==> config.mk <==
export PLATFORM = sky130hd
export DESIGN_NAME = lcio_top
export DESIGN_NICKNAME = d
export VERILOG_FILES = /design/src/core/lcio_top.v /design/src/core/lcio_filter.v
export VERILOG_INCLUDE_DIRS = /design/src /design/src/core
export SDC_FILE = /design/constraint.sdc
export NUM_CORES = 1
export LEC_CHECK = 0
export ABC_AREA = 1
export ABC_CLOCK_PERIOD_IN_PS = 4000
export BUFFER_PORTS_ARGS = -buffer_cell sky130_fd_sc_hd__buf_2
export CAP_MARGIN = 20
export CORE_MARGIN = 5
export CORE_UTILIZATION = 35
export CTS_CLUSTER_SIZE = 10
export DETAILED_ROUTE_END_ITERATION = 12
export GPL_TIMING_DRIVEN = 0
export PLACE_DENSITY = 0.54
export SYNTH_ARGS = -nofsm -noshare
export SYNTH_HDL_FRONTEND = slang
export SYNTH_SLANG_ARGS = --single-unit
==> constraint.sdc <==
create_clock -name pclk -period 4 [get_ports pclk]
set_clock_uncertainty 0.05 [all_clocks]
set_input_delay 0.4 -clock pclk [delete_from_list [all_inputs] [get_ports pclk]]
set_output_delay 0.4 -clock pclk [all_outputs]
set_load 0.03 [all_outputs]
==> src/core/lcio_defines.vh <==
// constants of the line card i/o port: register map, fields, timing
`ifndef LCIO_DEFINES_VH
`define LCIO_DEFINES_VH

// ---------------------------------------------------------------
// register byte offsets
// ---------------------------------------------------------------
`define LCIO_CHAN_ENABLE_OFS 8'h00
`define LCIO_DIRECTION_OFS 8'h04
`define LCIO_OUTPUT_OFS 8'h08
`define LCIO_CHAN_READ_OFS 8'h0c
`define LCIO_BULK_D1_OFS 8'h10
`define LCIO_BULK_D2_OFS 8'h14
`define LCIO_DEBOUNCE_OFS 8'h18
`define LCIO_SAMPLE_OFS 8'h1c
`define LCIO_CONFIG_OFS 8'h20
`define LCIO_IRQ_STATUS_OFS 8'h24
`define LCIO_IRQ_MASK_OFS 8'h28

// ---------------------------------------------------------------
// field layout and reset values
// ---------------------------------------------------------------
`define LCIO_NCH 4
`define LCIO_NLINE 5
`define LCIO_CFG_DEMUX 0
`define LCIO_CFG_CHOP_SEL 1
`define LCIO_CFG_HWY_CLK 2
`define LCIO_CFG_RST 3'h0
`define LCIO_DIR_RST 20'h00000
`define LCIO_CE_RST 4'h0
`define LCIO_CS_HOLD_EDGES 5'h10
`define LCIO_UD_MAX 3'h7
`define LCIO_VAR_FIVE 0
`define LCIO_VAR_DUAL 1
`define LCIO_VAR_TWO 2

// ---------------------------------------------------------------
// timing
// ---------------------------------------------------------------
`define LCIO_CLK_HZ 40000000
`define LCIO_CLK_PERIOD_NS 25
`define LCIO_TICK_NS 1000000
`define LCIO_CHOP_A_HZ 256000
`define LCIO_CHOP_B_NUM_HZ 2048000
`define LCIO_CHOP_B_DEN 7
`define LCIO_ACC_SCALE 64'h0000000100000000

`endif

==> src/core/lcio_top.v <==
// line card i/o port: pin control, input conditioning, apb registers
// Function
// RQ1: per-line direction set by host write
// RQ2: output lines hold host-written latched levels
// RQ3: first input debounced, 0..15 ms steps
// RQ4: second input up/down filtered, programmable interval
// RQ5: demux splits first line, ground key replaces second
// RQ6: demuxed bits use same two filters
// RQ7: channel read returns filtered bits, aux lines
// RQ8: bulk reads give all channels, sampled together
// RQ9: build option picks five, dual, two-line variant
// RQ10: chopper clock 256 or 292.57 kHz, 50%; driven on the dual variant only, held low otherwise
// RQ11: chopper derived synchronously from master clock
// RQ12: access only while select asserted
// RQ13: writes and reads hit enabled channels only; with none enabled, as after reset, reads return channel 3
// RQ14: select low 16 clocks, reset on release
// RQ15: interrupt on unmasked change, held until read; a status write or mask write also releases it
// RQ16: highway clock mode turns pin into demux phase
// RQ17: data line driven only while transmitting
// RQ18: filters time from internal 1 ms tick
`timescale 1ns/1ps
`include "lcio_defines.vh"

module lcio_top #(
	parameter VARIANT = `LCIO_VAR_FIVE,
	parameter TICK_CYCLES = `LCIO_TICK_NS / `LCIO_CLK_PERIOD_NS
) (
	input wire pclk,
	input wire presetn,
	input wire psel,
	input wire penable,
	input wire pwrite,
	input wire [7:0] paddr,
	input wire [31:0] pwdata,
	output reg [31:0] prdata,
	output reg pready,
	output reg pslverr,
	input wire [19:0] line_in,
	output reg [19:0] line_out,
	output reg [19:0] line_oe,
	input wire cs_n,
	input wire serial_shift_clock,
	input wire serial_data_line_in,
	output reg serial_data_line_out,
	output reg serial_data_line_oe,
	output reg regulator_chop_clock,
	output reg demux_phase_out,
	output reg demux_phase_oe,
	output reg irq_n
);

	// lines present per channel for the chosen build
	localparam [4:0] PRESENT = (VARIANT == `LCIO_VAR_FIVE) ? 5'h1f :
		(VARIANT == `LCIO_VAR_DUAL) ? 5'h0f : 5'h03; // RQ9
	localparam [63:0] INC_A_W = (`LCIO_CHOP_A_HZ * `LCIO_ACC_SCALE) / `LCIO_CLK_HZ;
	localparam [63:0] INC_B_W = (`LCIO_CHOP_B_NUM_HZ * `LCIO_ACC_SCALE) /
		(`LCIO_CHOP_B_DEN * `LCIO_CLK_HZ);
	localparam [31:0] INC_A = INC_A_W[31:0];
	localparam [31:0] INC_B = INC_B_W[31:0];
	localparam [31:0] TICK_LAST = TICK_CYCLES - 1;

	// lowest enabled channel, or channel 3 when none is enabled, used for single-channel reads
	function [1:0] first_ch;
		input [3:0] en;
		begin
			if (en[0]) first_ch = 2'd0;
			else if (en[1]) first_ch = 2'd1;
			else if (en[2]) first_ch = 2'd2;
			else first_ch = 2'd3;
		end
	endfunction

	// 5-bit field of channel ch from a packed 20-bit vector
	function [4:0] ch_field;
		input [19:0] v;
		input [1:0] ch;
		begin
			ch_field = v[ch*5 +: 5];
		end
	endfunction

	reg [3:0] ce_q;
	reg [19:0] dir_q, outv_q;
	reg [15:0] deb_q, samp_q;
	reg [2:0] cfg_q;
	reg [7:0] ist_q, imask_q, ist_d, prev_q;
	reg [19:0] lin_s1_q, lin_s2_q;
	reg [2:0] cs_s_q, sck_s_q;
	reg [4:0] hold_cnt_q;
	reg srst_q;
	reg [31:0] tick_cnt_q;
	reg tick_q;
	reg [31:0] chop_acc_q;
	reg [3:0] hook_q, gkey_q;
	reg [31:0] rd_d;
	reg hit_d;
	wire [3:0] d1_w, d2_w;
	wire [7:0] ev_w;
	wire sel_ok, wr_go, rd_go;
	wire [1:0] rch_w;
	wire [4:0] pins_w;
	integer i, j, k;

	// ---------------------------------------------------------------
	// pin synchronisers
	// ---------------------------------------------------------------
	// the first stage of each chain feeds only the second
	always @(posedge pclk or negedge presetn) begin
		if (!presetn) begin
			lin_s1_q <= 20'h00000;
			lin_s2_q <= 20'h00000;
			cs_s_q <= 3'h7;
			sck_s_q <= 3'h0;
		end else begin
			lin_s1_q <= line_in;
			lin_s2_q <= lin_s1_q;
			cs_s_q <= {cs_s_q[1:0], cs_n};
			sck_s_q <= {sck_s_q[1:0], serial_shift_clock};
		end
	end

	// ---------------------------------------------------------------
	// select hold detector and reset of control, filter and interrupt state
	// ---------------------------------------------------------------
	// counts shift clock rises while select low; saturates
	always @(posedge pclk or negedge presetn) begin
		if (!presetn) begin
			hold_cnt_q <= 5'h00;
			srst_q <= 1'b0;
		end else begin
			srst_q <= 1'b0;
			if (cs_s_q[1]) begin
				hold_cnt_q <= 5'h00;
				if (!cs_s_q[2] && hold_cnt_q >= `LCIO_CS_HOLD_EDGES) begin
					srst_q <= 1'b1; // RQ14
				end
			end else if (sck_s_q[1] && !sck_s_q[2] && hold_cnt_q != `LCIO_CS_HOLD_EDGES) begin
				hold_cnt_q <= hold_cnt_q + 5'h01; // RQ14
			end
		end
	end

	// ---------------------------------------------------------------
	// 1 ms tick and chopper clock
	// ---------------------------------------------------------------
	// phase accumulator: average frequency slightly low from the truncated increment, edges jitter by one clock
	always @(posedge pclk or negedge presetn) begin
		if (!presetn) begin
			tick_cnt_q <= 32'h00000000;
			tick_q <= 1'b0;
			chop_acc_q <= 32'h00000000;
			regulator_chop_clock <= 1'b0;
		end else begin
			tick_q <= (tick_cnt_q == TICK_LAST); // RQ18
			tick_cnt_q <= (tick_cnt_q == TICK_LAST) ? 32'h00000000 : tick_cnt_q + 32'h1;
			chop_acc_q <= chop_acc_q + (cfg_q[`LCIO_CFG_CHOP_SEL] ? INC_B : INC_A); // RQ11
			regulator_chop_clock <= (VARIANT == `LCIO_VAR_DUAL) & chop_acc_q[31]; // RQ10
		end
	end

	// ---------------------------------------------------------------
	// demultiplex phase and detector capture
	// ---------------------------------------------------------------
	// phase flips every tick; line level captured before each flip
	always @(posedge pclk or negedge presetn) begin
		if (!presetn) begin
			demux_phase_out <= 1'b0;
			demux_phase_oe <= 1'b0;
			hook_q <= 4'h0;
			gkey_q <= 4'h0;
		end else begin
			demux_phase_oe <= cfg_q[`LCIO_CFG_HWY_CLK]; // RQ16
			if (tick_q) begin
				demux_phase_out <= ~demux_phase_out; // RQ16
				for (j = 0; j < `LCIO_NCH; j = j + 1) begin
					if (demux_phase_out) hook_q[j] <= lin_s2_q[j*5]; // RQ5
					else gkey_q[j] <= lin_s2_q[j*5]; // RQ5
				end
			end
		end
	end

	// ---------------------------------------------------------------
	// filters per channel
	// ---------------------------------------------------------------
	genvar g;
	generate
		for (g = 0; g < `LCIO_NCH; g = g + 1) begin : g_ch
			lcio_filter u_filt (
				.pclk(pclk),
				.presetn(presetn),
				.srst(srst_q),
				.tick(tick_q),
				.raw1(cfg_q[`LCIO_CFG_DEMUX] ? hook_q[g] : lin_s2_q[g*5]), // RQ6
				.raw2(cfg_q[`LCIO_CFG_DEMUX] ? gkey_q[g] : lin_s2_q[g*5+1]), // RQ5
				.deb_ms(deb_q[g*4 +: 4]),
				.samp_int(samp_q[g*4 +: 4]),
				.d1_q(d1_w[g]),
				.d2_q(d2_w[g])
			);
		end
	endgenerate

	// ---------------------------------------------------------------
	// pin drivers
	// ---------------------------------------------------------------
	// serial data line never transmits here: apb carries the data
	always @(posedge pclk or negedge presetn) begin
		if (!presetn) begin
			line_out <= 20'h00000;
			line_oe <= 20'h00000;
			serial_data_line_out <= 1'b0;
			serial_data_line_oe <= 1'b0;
		end else begin
			for (i = 0; i < `LCIO_NCH; i = i + 1) begin
				line_out[i*5 +: 5] <= outv_q[i*5 +: 5] & PRESENT; // RQ2
				line_oe[i*5 +: 5] <= dir_q[i*5 +: 5] & PRESENT; // RQ1
			end
			serial_data_line_out <= 1'b0;
			serial_data_line_oe <= 1'b0; // RQ17
		end
	end

	// ---------------------------------------------------------------
	// apb decode and read mux
	// ---------------------------------------------------------------
	assign sel_ok = psel & ~cs_s_q[1]; // RQ12
	assign wr_go = sel_ok & penable & pready & pwrite & ~pslverr;
	assign rd_go = sel_ok & penable & pready & ~pwrite;
	assign rch_w = first_ch(ce_q); // RQ13
	assign pins_w = ch_field(lin_s2_q, rch_w) & PRESENT; // aux pins of the read channel

	// read data sampled in the setup cycle, so bulk bits are simultaneous
	always @* begin
		rd_d = 32'h00000000;
		hit_d = 1'b1;
		case (paddr)
			`LCIO_CHAN_ENABLE_OFS: rd_d[3:0] = ce_q;
			`LCIO_DIRECTION_OFS: rd_d[4:0] = ch_field(dir_q, first_ch(ce_q));
			`LCIO_OUTPUT_OFS: rd_d[4:0] = ch_field(outv_q, first_ch(ce_q));
			`LCIO_CHAN_READ_OFS: rd_d[4:0] = {pins_w[4:2], d2_w[rch_w], d1_w[rch_w]}; // RQ7
			`LCIO_BULK_D1_OFS: rd_d[3:0] = d1_w; // RQ8
			`LCIO_BULK_D2_OFS: rd_d[3:0] = d2_w; // RQ8
			`LCIO_DEBOUNCE_OFS: rd_d[3:0] = deb_q[first_ch(ce_q)*4 +: 4];
			`LCIO_SAMPLE_OFS: rd_d[3:0] = samp_q[first_ch(ce_q)*4 +: 4];
			`LCIO_CONFIG_OFS: rd_d[2:0] = cfg_q;
			`LCIO_IRQ_STATUS_OFS: rd_d[7:0] = ist_q;
			`LCIO_IRQ_MASK_OFS: rd_d[7:0] = imask_q;
			default: hit_d = 1'b0;
		endcase
	end

	// no wait state: pready rises in the cycle after setup
	always @(posedge pclk or negedge presetn) begin
		if (!presetn) begin
			prdata <= 32'h00000000;
			pready <= 1'b0;
			pslverr <= 1'b0;
		end else begin
			pready <= sel_ok & ~penable;
			if (sel_ok & ~penable) begin
				prdata <= pwrite ? 32'h00000000 : rd_d;
				pslverr <= ~hit_d;
			end else begin
				pslverr <= 1'b0;
			end
		end
	end

	// ---------------------------------------------------------------
	// control registers
	// ---------------------------------------------------------------
	// per-channel writes land only on enabled channels
	always @(posedge pclk or negedge presetn) begin
		if (!presetn) begin
			ce_q <= `LCIO_CE_RST;
			dir_q <= `LCIO_DIR_RST;
			outv_q <= 20'h00000;
			deb_q <= 16'h0000;
			samp_q <= 16'h0000;
			cfg_q <= `LCIO_CFG_RST;
			imask_q <= 8'h00;
		end else if (srst_q) begin
			ce_q <= `LCIO_CE_RST;
			dir_q <= `LCIO_DIR_RST;
			outv_q <= 20'h00000;
			deb_q <= 16'h0000;
			samp_q <= 16'h0000;
			cfg_q <= `LCIO_CFG_RST;
			imask_q <= 8'h00;
		end else if (wr_go) begin
			case (paddr)
				`LCIO_CHAN_ENABLE_OFS: ce_q <= pwdata[3:0]; // RQ13
				`LCIO_CONFIG_OFS: cfg_q <= pwdata[2:0];
				`LCIO_IRQ_MASK_OFS: imask_q <= pwdata[7:0];
				default: ;
			endcase
			for (k = 0; k < `LCIO_NCH; k = k + 1) begin
				if (ce_q[k]) begin
					if (paddr == `LCIO_DIRECTION_OFS) dir_q[k*5 +: 5] <= pwdata[4:0]; // RQ1
					if (paddr == `LCIO_OUTPUT_OFS) outv_q[k*5 +: 5] <= pwdata[4:0]; // RQ2
					if (paddr == `LCIO_DEBOUNCE_OFS) deb_q[k*4 +: 4] <= pwdata[3:0]; // RQ3
					if (paddr == `LCIO_SAMPLE_OFS) samp_q[k*4 +: 4] <= pwdata[3:0]; // RQ4
				end
			end
		end
	end

	// ---------------------------------------------------------------
	// interrupt status and output
	// ---------------------------------------------------------------
	assign ev_w = {d2_w, d1_w} ^ prev_q;

	// set beats clear; a read clears only the bits it returned, so none is lost
	always @* begin
		ist_d = ist_q;
		if (rd_go && paddr == `LCIO_IRQ_STATUS_OFS) ist_d = ist_d & ~prdata[7:0]; // RQ15
		if (wr_go && paddr == `LCIO_IRQ_STATUS_OFS) ist_d = ist_d & ~pwdata[7:0];
		ist_d = ist_d | ev_w; // RQ15
	end

	always @(posedge pclk or negedge presetn) begin
		if (!presetn) begin
			ist_q <= 8'h00;
			prev_q <= 8'h00;
			irq_n <= 1'b1;
		end else if (srst_q) begin
			ist_q <= 8'h00;
			prev_q <= 8'h00;
			irq_n <= 1'b1;
		end else begin
			prev_q <= {d2_w, d1_w};
			ist_q <= ist_d;
			irq_n <= ~|(ist_q & imask_q); // RQ15
		end
	end

endmodule

==> src/core/lcio_filter.v <==
// per-channel input conditioning: debounce and up/down counter filter
`timescale 1ns/1ps
`include "lcio_defines.vh"

module lcio_filter (
	input wire pclk,
	input wire presetn,
	input wire srst,
	input wire tick,
	input wire raw1,
	input wire raw2,
	input wire [3:0] deb_ms,
	input wire [3:0] samp_int,
	output reg d1_q,
	output reg d2_q
);

	reg [3:0] deb_cnt_q;
	reg [3:0] samp_cnt_q;
	reg [2:0] ud_q;

	// ---------------------------------------------------------------
	// debounce: new level taken after deb_ms stable ticks
	// ---------------------------------------------------------------
	// zero setting passes the input on the next clock
	always @(posedge pclk or negedge presetn) begin
		if (!presetn) begin
			d1_q <= 1'b0;
			deb_cnt_q <= 4'h0;
		end else if (srst) begin
			d1_q <= 1'b0;
			deb_cnt_q <= 4'h0;
		end else if (raw1 == d1_q) begin
			deb_cnt_q <= 4'h0; // RQ3
		end else if (deb_cnt_q >= deb_ms) begin
			d1_q <= raw1; // RQ3
			deb_cnt_q <= 4'h0;
		end else if (tick) begin
			deb_cnt_q <= deb_cnt_q + 4'h1; // RQ18
		end
	end

	// ---------------------------------------------------------------
	// up/down counter, sampled every samp_int+1 ticks
	// ---------------------------------------------------------------
	// hysteresis: output only flips at the counter ends
	always @(posedge pclk or negedge presetn) begin
		if (!presetn) begin
			samp_cnt_q <= 4'h0;
			ud_q <= 3'h0;
			d2_q <= 1'b0;
		end else if (srst) begin
			samp_cnt_q <= 4'h0;
			ud_q <= 3'h0;
			d2_q <= 1'b0;
		end else if (tick) begin
			if (samp_cnt_q >= samp_int) begin
				samp_cnt_q <= 4'h0; // RQ4
				if (raw2 && ud_q != `LCIO_UD_MAX) begin
					ud_q <= ud_q + 3'h1;
				end else if (!raw2 && ud_q != 3'h0) begin
					ud_q <= ud_q - 3'h1;
				end
				if (raw2 && ud_q == `LCIO_UD_MAX - 3'h1) begin
					d2_q <= 1'b1; // RQ4
				end else if (!raw2 && ud_q == 3'h1) begin
					d2_q <= 1'b0; // RQ4
				end
			end else begin
				samp_cnt_q <= samp_cnt_q + 4'h1; // RQ18
			end
		end
	end

endmodule

Word level (Yosys, flattened, before mapping) --
Cells that the tools add are included.
Storage, ports and cells: input port bits 68, word-level logic and storage cells 402, flip-flop bits (word level) 325, output and inout bits 80
Operators by class: reduce and logical (&&, ||, !) cells 102, shift-type cells 5, add/subtract/negate cells 18, equality and inequality tests 32, magnitude comparators 10, multiplexer cells 153, bitwise gates (word level) 20, $mul 3
Operators by type and width (count):
- $mux W4 | 41
- $mux W20 | 4
- $reduce_and A3 Y1 | 24
- $mux W3 | 23
- $mux W16 | 4
- $mux W8 | 8
- $mux W5 | 12
- $shiftx A20 B6 Y5 | 3
- $mux W1 | 48
- $reduce_bool A2 Y1 | 22
- $reduce_bool A3 Y1 | 12
- $pmux W3 S11 | 1
- $add A32 B1 Y32 const B | 1
- $add A4 B1 Y4 const B | 8
- $eq A32 B16 Y1 const B | 1
- $eq A8 B5 Y1 const B | 4
- $ge A4 B4 Y1 | 8
- $mux W32 | 1
- $shiftx A16 B5 Y4 | 2
- $and A8 B8 Y8 | 3
- $eq A8 B6 Y1 const B | 3
- $logic_and A1 B1 Y1 | 21
- $reduce_and A2 Y1 | 9
- $eq A8 B4 Y1 const B | 2
- 28 further kinds | 78

Depth between registers and ports, before layout --
Gate-level depths: netlist of the first run.
depth in word-level cells 11, depth in mapped cells 13, gate-level depth less buffers 12

Cells and area by module --
A second synthesis of the first run with hierarchy kept.
Unflattened totals: cell total of the unflattened synthesis 1826, area total of the unflattened synthesis 15229.6 um^2
By module, submodules not included:
- lcio_top | cells each 1250, area an instance 10935.5 um^2, times used 1, seq. area each 6236.0 um^2
- lcio_filter | cells each 144, area an instance 1073.5 um^2, times used 4, seq. area each 325.3 um^2

Worst setup path before layout of the first run --
No wires, ideal clock.
path type register to register, start reg g_ch[3].u_filt.deb_cnt_q[1], end reg g_ch[3].u_filt.deb_cnt_q[3], cell stages (with the launch flop) 10, arrival time 1426 ps, slack 2402 ps, path buffers 0, setup time 122 ps, data required time 3828 ps, clock period less this slack 1598 ps, path through dfrtp_1 ha_1 inv_1 o21bai_1 nand3_1 nand3_1 nor2_1 a21oi_1 nor2_1 nor2_1
On the way: longest elaborated chain between the ends 5, elaborated cells between the ends (all ways) 7, those cells by class add/sub: 1; order compare: 1; mux: 4; reduce/logical: 1
Ends and longest elaborated chain:
- from (decl) | line lcio_filter.v:18 | reg [3:0] deb_cnt_q;
- from (signal assigned) | line lcio_filter.v:39 | deb_cnt_q <= deb_cnt_q + 4'h1;
- $add A4 B1 Y4 | line lcio_filter.v:39
- $mux W4 | line lcio_filter.v:38 | end else if (tick) begin
- $mux W4 | line lcio_filter.v:35 | end else if (deb_cnt_q >= deb_ms) begin
- $mux W4 | line lcio_filter.v:33 | end else if (raw1 == d1_q) begin
- $mux W4 | line lcio_filter.v:30 | end else if (srst) begin
Several ways; a longest one is shown, not always the timed one. The select of a mux whose other input is x is not followed. A chain may end at the register's enable or synchronous reset.

Worst setup path after layout of the first run --
start reg ce_q[0], end reg prdata[0]
On the way: longest elaborated chain between the ends 6, elaborated cells between the ends (all ways) 15, those cells by class mul: 2; shift: 4; mux: 9
Ends and longest elaborated chain:
- from (decl) | line lcio_top.v:82 | reg [3:0] ce_q;
- from (signal assigned) | line lcio_top.v:276 | ce_q <= `LCIO_CE_RST;
- from (signal assigned) | line lcio_top.v:284 | ce_q <= `LCIO_CE_RST;
- from (signal assigned) | line lcio_top.v:293 | `LCIO_CHAN_ENABLE_OFS: ce_q <= pwdata[3:0];
- $mux W2 | line lcio_top.v:66 | if (en[0]) first_ch = 2'd0;
- $mux W2 | line lcio_top.v:237 | case (paddr)
- $mul A2 B3 Y5 | line lcio_top.v:78 | ch_field = v[ch*5 +: 5];
- $shiftx A20 B6 Y5 | line lcio_top.v:78
- $pmux W3 S11 * | line lcio_top.v:237
- $mux W8 * | line lcio_top.v:262 | prdata <= pwrite ? 32'h00000000 : rd_d;
- to (signal assigned) | line lcio_top.v:262
- to (decl) | line lcio_top.v:35 | output reg [31:0] prdata,
Every way passes the cells marked *; elsewhere a longest branch is shown, timed or not. The select of a mux whose other input is x is not followed.

==> metrics.yaml, run 1 <==
synth_top_family_by_area: "simple AND/OR/NAND/NOR gates"
synth.area.mux_share: 0
synth-main-ff-cell: "dfrtp_1"
setup_viol: 0
vdd.ir_drop.worst_mv: 0.2329
synth_xor_area_frac: 0.03380
pin_count: 148
hpwl_um: 30310
synthAdderAreaFrac: 0.05676
powerDensity_nw_per_um2: 375.5
layout_common_cells: "383 x nand2_1, 297 x dfrtp_1, 192 x inv_1, 154 x nor2_1, 130 x o21ai_0"
internal_power_uw: 5087
ctsResizeCount: 0
wirelength_um: 40990
die_area_um2: 46410
worstPathArrival_ns: 2.57
drcViolationCount: 0
first_pass_iters: 5
first_iter_violations: 882
netlist_instances: 1702
critPathCaptureType: "flop"
die_w_um: 215.4
vias: 11823
cpMaxStageDelayCell: "dfrtp_1"
ys_warn_count: 0
grt_max_degree: 107
crit_top_cell: "nand2_1"
synth_seq_cells: 301
swShare: 0.2242
grt.total_usage: 0.1775
synth-compound-area-share: 0.08946
worstSkewPairLatency_ns: 0.55
tightest_slew_ns: 0.7640
hold_violations: 0
die_h_um: 215.4
ctsHtreeMaxLevel: 2
fin_area_um2: 17460
final_common_cell: "nand2_1"
period_share: 0.5460
total_power_uw: 6557
portBuffers: 95
n_antenna_cell: 0
cts_sinks: 301
synth_edf_count: 0
p_sw_uw: 1470
rsz0062_at_grt: "false"
fin_nets: 2024
yosysUniqueCellTypes: 42
utilization: 0.4172
post_drt_wl_per_cell_um: 16.75
crit_fanout: 10
postCtsSetupRepairBufs: 0
syn_area_per_cell_um2: 8.678
numCtsBuffers: 38
drv_slew: 0
grt_pass1_wl_um: 65960
root_buffer: "clkbuf_16"
worstSetupPathType: "flop to flop"
leakagePower_uw: 0.008782
max_stage_delay_ns: 0.47
fmax_ghz: 0.4579
start_util: 0.3529
maxSlewHeadroom: 0.4906
placement_rows: 75
yosys.area.top_type: "dfrtp_1"
cts_hold_buf: 24
synthesis.area_um2: 14770
synth.area.top_cells: "dfrtp_1 50%, nand2_1 9.7%, ha_1 5.7%"
required_ns: 4.39
yosys.area_share.simple: 0.2326
yosys.area.top_type_share: 0.5032
outcome: "finished, final reports clean"
syn2layout_area_growth_pct: 18.22
drv_cap: 0
drive_gt1_frac: 0.1352
hold_path_class: "input port to flop"
async_flop_share: 1.000
worst_hold_slack_ns: 0.07574
clockBufferDepth: 3
critPathLaunchType: "flop"
p_seq_frac: 0.472
antenna_found_initial: 0
gp_congestion: 0.8816
clk_pin_slew_worst_paths_ns: 0.06
seq_area_frac_synth: 0.5103
clockPowerShare: 0.488
place_area_um2: 16080
min_period_ns: 2.184
crit_chain: "inv_2, buf_4, buf_2, nand3_1, nand3_1, nand2_1, nand2_1, nand2_1, nor2_1, nand2_1, nand2_1, nand2_1"
cts_tree: "yes"
p_comb_frac: 0.040
ant_nets: 0
via_per_inst: 4.832
core_area_um2: 41850
gr-total-overflow: 0
tns_ns: 0
grt_pass1_vias: 11799
-- final cells by class --
cell class / count / area (um2)
Fill cell: 4237 / 24390
Sequential cell: 301 / 7537
Multi-Input combinational cell: 1168 / 6196
Clock buffer: 55 / 1086
Timing Repair Buffer: 121 / 780.7
Inverter: 199 / 747.0
Tap cell: 539 / 674.4
Buffer: 60 / 386.6
Clock inverter: 4 / 52.55
-- flip-flops by register name, indices dropped and copies added (netlist names), 12 cells and up --
register and flops:
lin_s1_q 20, outv_q 20, line_oe 20, samp_q 16, line_out 20, deb_q 16, g_ch.u_filt.deb_cnt_q 16, g_ch.u_filt.samp_cnt_q 16
g_ch.u_filt.ud_q 12, dir_q 20, lin_s2_q 20, tick_cnt_q 32
-- worst paths after layout --
check | from | end | slack [ns] | cells after the start
worst max-delay path | ce_q[0] | prdata[0] | 1.82 | 12
worst min-delay path | psel | pready | 0.08 | 3
worst max register to register | ce_q[0] | prdata[0] | 1.82 | 12
worst min register to register | lin_s1_q[17] | lin_s2_q[17] | 0.29 | 0
max in group asynchronous | presetn | gkey_q[2] | 2.47 | 3
min in group asynchronous | presetn | lin_s2_q[19] | 0.42 | 2
-- per-layer routing --
| layer | global-route usage | wire length [um] | vias up |
|---|---|---|---|
| met3 | 0.03615 | 2128 | 62 |
| met1 | 0.2313 | 18110 | 5643 |
| met5 | 0 | 0 | - |
| met2 | 0.3002 | 19630 | 296 |
| li1 | - | - | 5822 |
| met4 | 0.05419 | 1125 | 0 |
-- stage by stage --
stage / std cells / setup WS, ns
after floorplan: 1728 / 2.402
after global placement: 2362 / -3.335
after detailed placement: 2364 / 1.834
after CTS: 2447 / 1.798
after global routing: 2447 / 1.693
final: 2447 / 1.816
-- synth_stat cells (9+ instances only) --
| library cell | n |
|---|---|
| clkbuf_1 | 11 |
| nor2_2 | 10 |
| a21oi_1 | 35 |
| nand4_1 | 25 |
| xnor2_1 | 18 |
| nor3_1 | 37 |
| nor2_1 | 154 |
| buf_4 | 33 |
| nand2_1 | 383 |
| inv_1 | 192 |
| ha_1 | 67 |
| buf_2 | 12 |
| dfrtp_1 | 297 |
| nor4_1 | 9 |
| xor2_1 | 39 |
| o21ai_0 | 130 |
| o21ai_1 | 21 |
| nand3_1 | 123 |
| nand2_2 | 18 |
-- power groups by stage --
stage	Clock [uW]	Sequential, uW	Combinational, uW
after CTS	3310	3090	267
after global placement	0	3150	237
after global routing	3430	3100	292
final	3200	3090	260
after detailed placement	0	3150	247
after floorplan	0	3140	115
-- logic make-up (layout without fill, tap and decap cells) --
family | count (synthesis) | after routing
other cells | 1 | 27
buf+inv | 259 | 439
simple gates | 784 | 784
compound gates | 233 | 233
flops | 301 | 301
xor+xnor | 57 | 57
fa+ha+maj | 67 | 67
-- critical path, delay by kind of cell (launching register included) --
family        cells  cell delay, ns
buf+inv           3            0.67
flops             1            0.47
simple gates      9            0.90
(Power assumes the default switching activity.)
==> run 2: changes to the inputs <==
--- a/config.mk
+++ b/config.mk
@@ -6,8 +6,8 @@
 export SDC_FILE = /design/constraint.sdc
 export NUM_CORES = 1
 export LEC_CHECK = 0
-export ABC_AREA = 1
-export ABC_CLOCK_PERIOD_IN_PS = 4000
+export ABC_AREA = 0
+export ABC_CLOCK_PERIOD_IN_PS = 2200
 export BUFFER_PORTS_ARGS = -buffer_cell sky130_fd_sc_hd__buf_2
 export CAP_MARGIN = 20
 export CORE_MARGIN = 5
==> constraint.sdc (replaced) <==
create_clock -name pclk -period 2.2 [get_ports pclk]
set_clock_uncertainty 0.05 [all_clocks]
set_input_delay 0.22 -clock pclk [delete_from_list [all_inputs] [get_ports pclk]]
set_output_delay 0.22 -clock pclk [all_outputs]
set_load 0.03 [all_outputs]
==> metrics.yaml, run 2 <==
maxSlewHeadroom: 0.2789  # -0.2118
setup_viol: 0  # unchanged
ant_nets: 0  # unchanged
yosysUniqueCellTypes: 78  # +86%
hpwl_um: 27310  # -9.9%
antenna_found_initial: 1  # +1
drv_cap: 0  # unchanged
netlist_instances: 1275  # -25%
grt_max_degree: 124  # +16%
vdd.ir_drop.worst_mv: 0.4173  # +79%
outcome: "finished, final reports clean"
grt_pass1_vias: 10043  # -15%
worstSkewPairLatency_ns: 0.55  # about the same
portBuffers: 93  # -2.1%
clockPowerShare: 0.492  # +0.004
p_seq_frac: 0.467  # -0.005
max_stage_delay_ns: 0.37  # -0.10 ns
worstPathArrival_ns: 2.51  # -0.06 ns
utilization: 0.4246  # +0.007424
wirelength_um: 37520  # -8.5%
clockBufferDepth: 3  # unchanged
fin_cells: 2016  # -18%
synth_common_cells: "297 x dfrtp_1, 113 x nor2_1, 103 x nand2_1, 70 x mux2_2, 67 x ha_1"
vias: 9990  # -16%
first_iter_violations: 765  # -13%
tightest_slew_ns: 1.079  # +0.3148 ns
cts_tree: "yes"
syn2layout_area_growth_pct: 20.81
cts_sinks: 301  # unchanged
yosys.area.top_type_share: 0.5202  # +0.01701
p_comb_frac: 0.041  # about the same
placement_rows: 74  # -1.3%
root_buffer: "clkbuf_16"
synth.area.top_cells: "dfrtp_1 52%, ha_1 5.9%, mux2_2 5.5%"
min_period_ns: 2.139  # -0.04510 ns
die_area_um2: 44960  # -3.1%
yosys.area.top_type: "dfrtp_1"
core_area_um2: 40650  # -2.9%
async_flop_share: 1.000  # unchanged
gr-total-overflow: 0  # unchanged
ctsHtreeMaxLevel: 2  # unchanged
syn_area_per_cell_um2: 11.20  # +29%
swShare: 0.2203  # -0.003851
synth_edf_count: 0  # unchanged
gp_congestion: 0.9076  # +2.9%
fin_nets: 1602  # -21%
clk_pin_slew_worst_paths_ns: 0.06  # about the same
required_ns: 2.57  # -1.82 ns
via_per_inst: 4.955  # +2.6%
first_pass_iters: 7  # +2
powerDensity_nw_per_um2: 696.4  # +85%
grt.total_usage: 0.1678  # -0.009755
n_antenna_cell: 0  # unchanged
period_share: 0.9722  # +0.4262
final_common_cell: "dfrtp_1"
max_flop_register: "tick_cnt_q"
worstSetupPathType: "flop to flop"
die_h_um: 212.0  # -1.6%
synth_most_common_cell: "dfrtp_1"
critPathCaptureType: "flop"
internal_power_uw: 9371  # +84%
layout_common_cells: "293 x dfrtp_1, 112 x nor2_1, 103 x nand2_1, 98 x buf_2, 70 x mux2_2"
cpMaxStageDelayCell: "dfrtp_1"
ys_warn_count: 0  # unchanged
p_sw_uw: 2648  # +80%
crit_chain: "buf_4, clkbuf_2, o21ai_0, mux2i_1, o22ai_1, a221oi_2, o21ai_0"
post_drt_wl_per_cell_um: 18.61  # +11%
crit_top_cell: "o21ai_0"
start_util: 0.3515  # -0.001410
seq_area_frac_synth: 0.5276  # +0.01725
hold_path_class: "input port to flop"
fmax_ghz: 0.4676  # +2.1%
pin_count: 148  # unchanged
dp_cells: 1928  # -18%
leakagePower_uw: 0.008484  # -3.4%
grt_pass1_wl_um: 58860  # -11%
critPathLaunchType: "flop"
numCtsBuffers: 38  # unchanged
synth-main-ff-cell: "dfrtp_1"
crit_fanout: 10  # unchanged
largest_reg_flops: 32  # unchanged
drv_slew: 0  # unchanged
synthesis.area_um2: 14290  # -3.3%
die_w_um: 212.0  # -1.6%
synth_seq_cells: 301  # unchanged
drive_gt1_frac: 0.2379  # +0.1027
hold_violations: 0  # unchanged
drcViolationCount: 0  # unchanged
-- run 2: cell types whose count changed after synthesis, sizes merged, moves of 14 or more --
cell,before,now
mux2i,0,52
nor2b,0,18
nor3,38,15
mux2,0,71
o21ai,161,61
nand2b,0,14
a22oi,0,20
nand3,123,21
nand2,404,104
a21o,0,21
a21oi,35,57
inv,199,61
nor2,169,135
-- run 2: final timing paths --
check	start	end	slack, ns	cells past startpoint
min reg2reg	lin_s1_q[14]	lin_s2_q[14]	0.29	0
max reg2reg	ce_q[1]	prdata[4]	0.06	7
min in group asynchronous	presetn	sck_s_q[1]	0.21	2
max in group asynchronous	presetn	tick_cnt_q[28]	0.83	3
max	ce_q[1]	prdata[4]	0.06	7
min	pwdata[0]	imask_q[0]	0.03	3
-- run 2: area by class of cell --
class	instances	area, um2
clock inverter	4	47.55
multi-input combinational	873	6374
clock buffer	53	1121
tap	532	665.6
fill	3898	23390
inverter	61	229.0
sequential	301	7542
buffer	62	399.1
timing repair buffer	130	880.8
-- run 2: kinds of logic (layout without fill, tap and decap cells) --
group	after synthesis	in the layout	synth area share
mux	123	123	0.09240
compound gates	218	218	0.09958
simple gates	370	370	0.1378
other cells	1	27	0.0002625
xor+xnor	68	68	0.04169
flops	301	301	0.5276
buf+inv	127	310	0.04204
fa+ha+maj	67	67	0.05868
-- run 2: timing repair --
action                     in CTS  in global routing
buffers inserted                2                  3
pin swaps                       1                  3
setup endpoints to repair     157                 41
gates resized for setup        29                 26
hold endpoints to repair      110                  0
hold buffers                   30                  0
-- run 2: power groups by stage --
stage / clock network, uW / logic [uW] / registers, uW
after detailed placement: 0 / 449 / 5710
after global routing: 6310 / 544 / 5610
after floorplan: 0 / 210 / 5700
after CTS: 6080 / 495 / 5610
final: 5920 / 490 / 5610
after global placement: 0 / 434 / 5710
-- run 2: worst max-delay path, delay by kind of cell (launching register included) --
family | cells | cell delay, ns
buf+inv | 2 | 0.59
flops | 1 | 0.37
compound gates | 4 | 0.66
mux | 1 | 0.33
-- run 2: per-layer routing --
| metal | track usage | vias up | wire [um] | part of all wire |
|---|---|---|---|---|
| met5 | 0 | - | 11 | 0.00029 |
| met1 | 0.2352 | 4926 | 17060 | 0.45 |
| li1 | - | 4748 | - | - |
| met4 | 0.04842 | 2 | 985 | 0.026 |
| met2 | 0.2615 | 245 | 17210 | 0.46 |
| met3 | 0.03969 | 69 | 2256 | 0.060 |
-- run 2: per-stage QoR --
| step | hold slack, ns | power [uW] | TNS, ns | cell area (um2) | setup slack [ns] |
|---|---|---|---|---|---|
| finish | 0.02558 | 12020 | 0 | 17260 | 0.06125 |
| global route | 0.02600 | 12470 | -0.005375 | 17260 | -0.005375 |
| CTS | 0.001381 | 12190 | 0 | 17130 | 0.007146 |
| detailed placement | 0.2092 | 6156 | -55.73 | 15580 | -1.107 |
| global placement | 0.2777 | 6142 | -1529.08 | 15510 | -4.969 |
| floorplan | -0.1256 | 5915 | 0 | 14380 | 0.08500 |
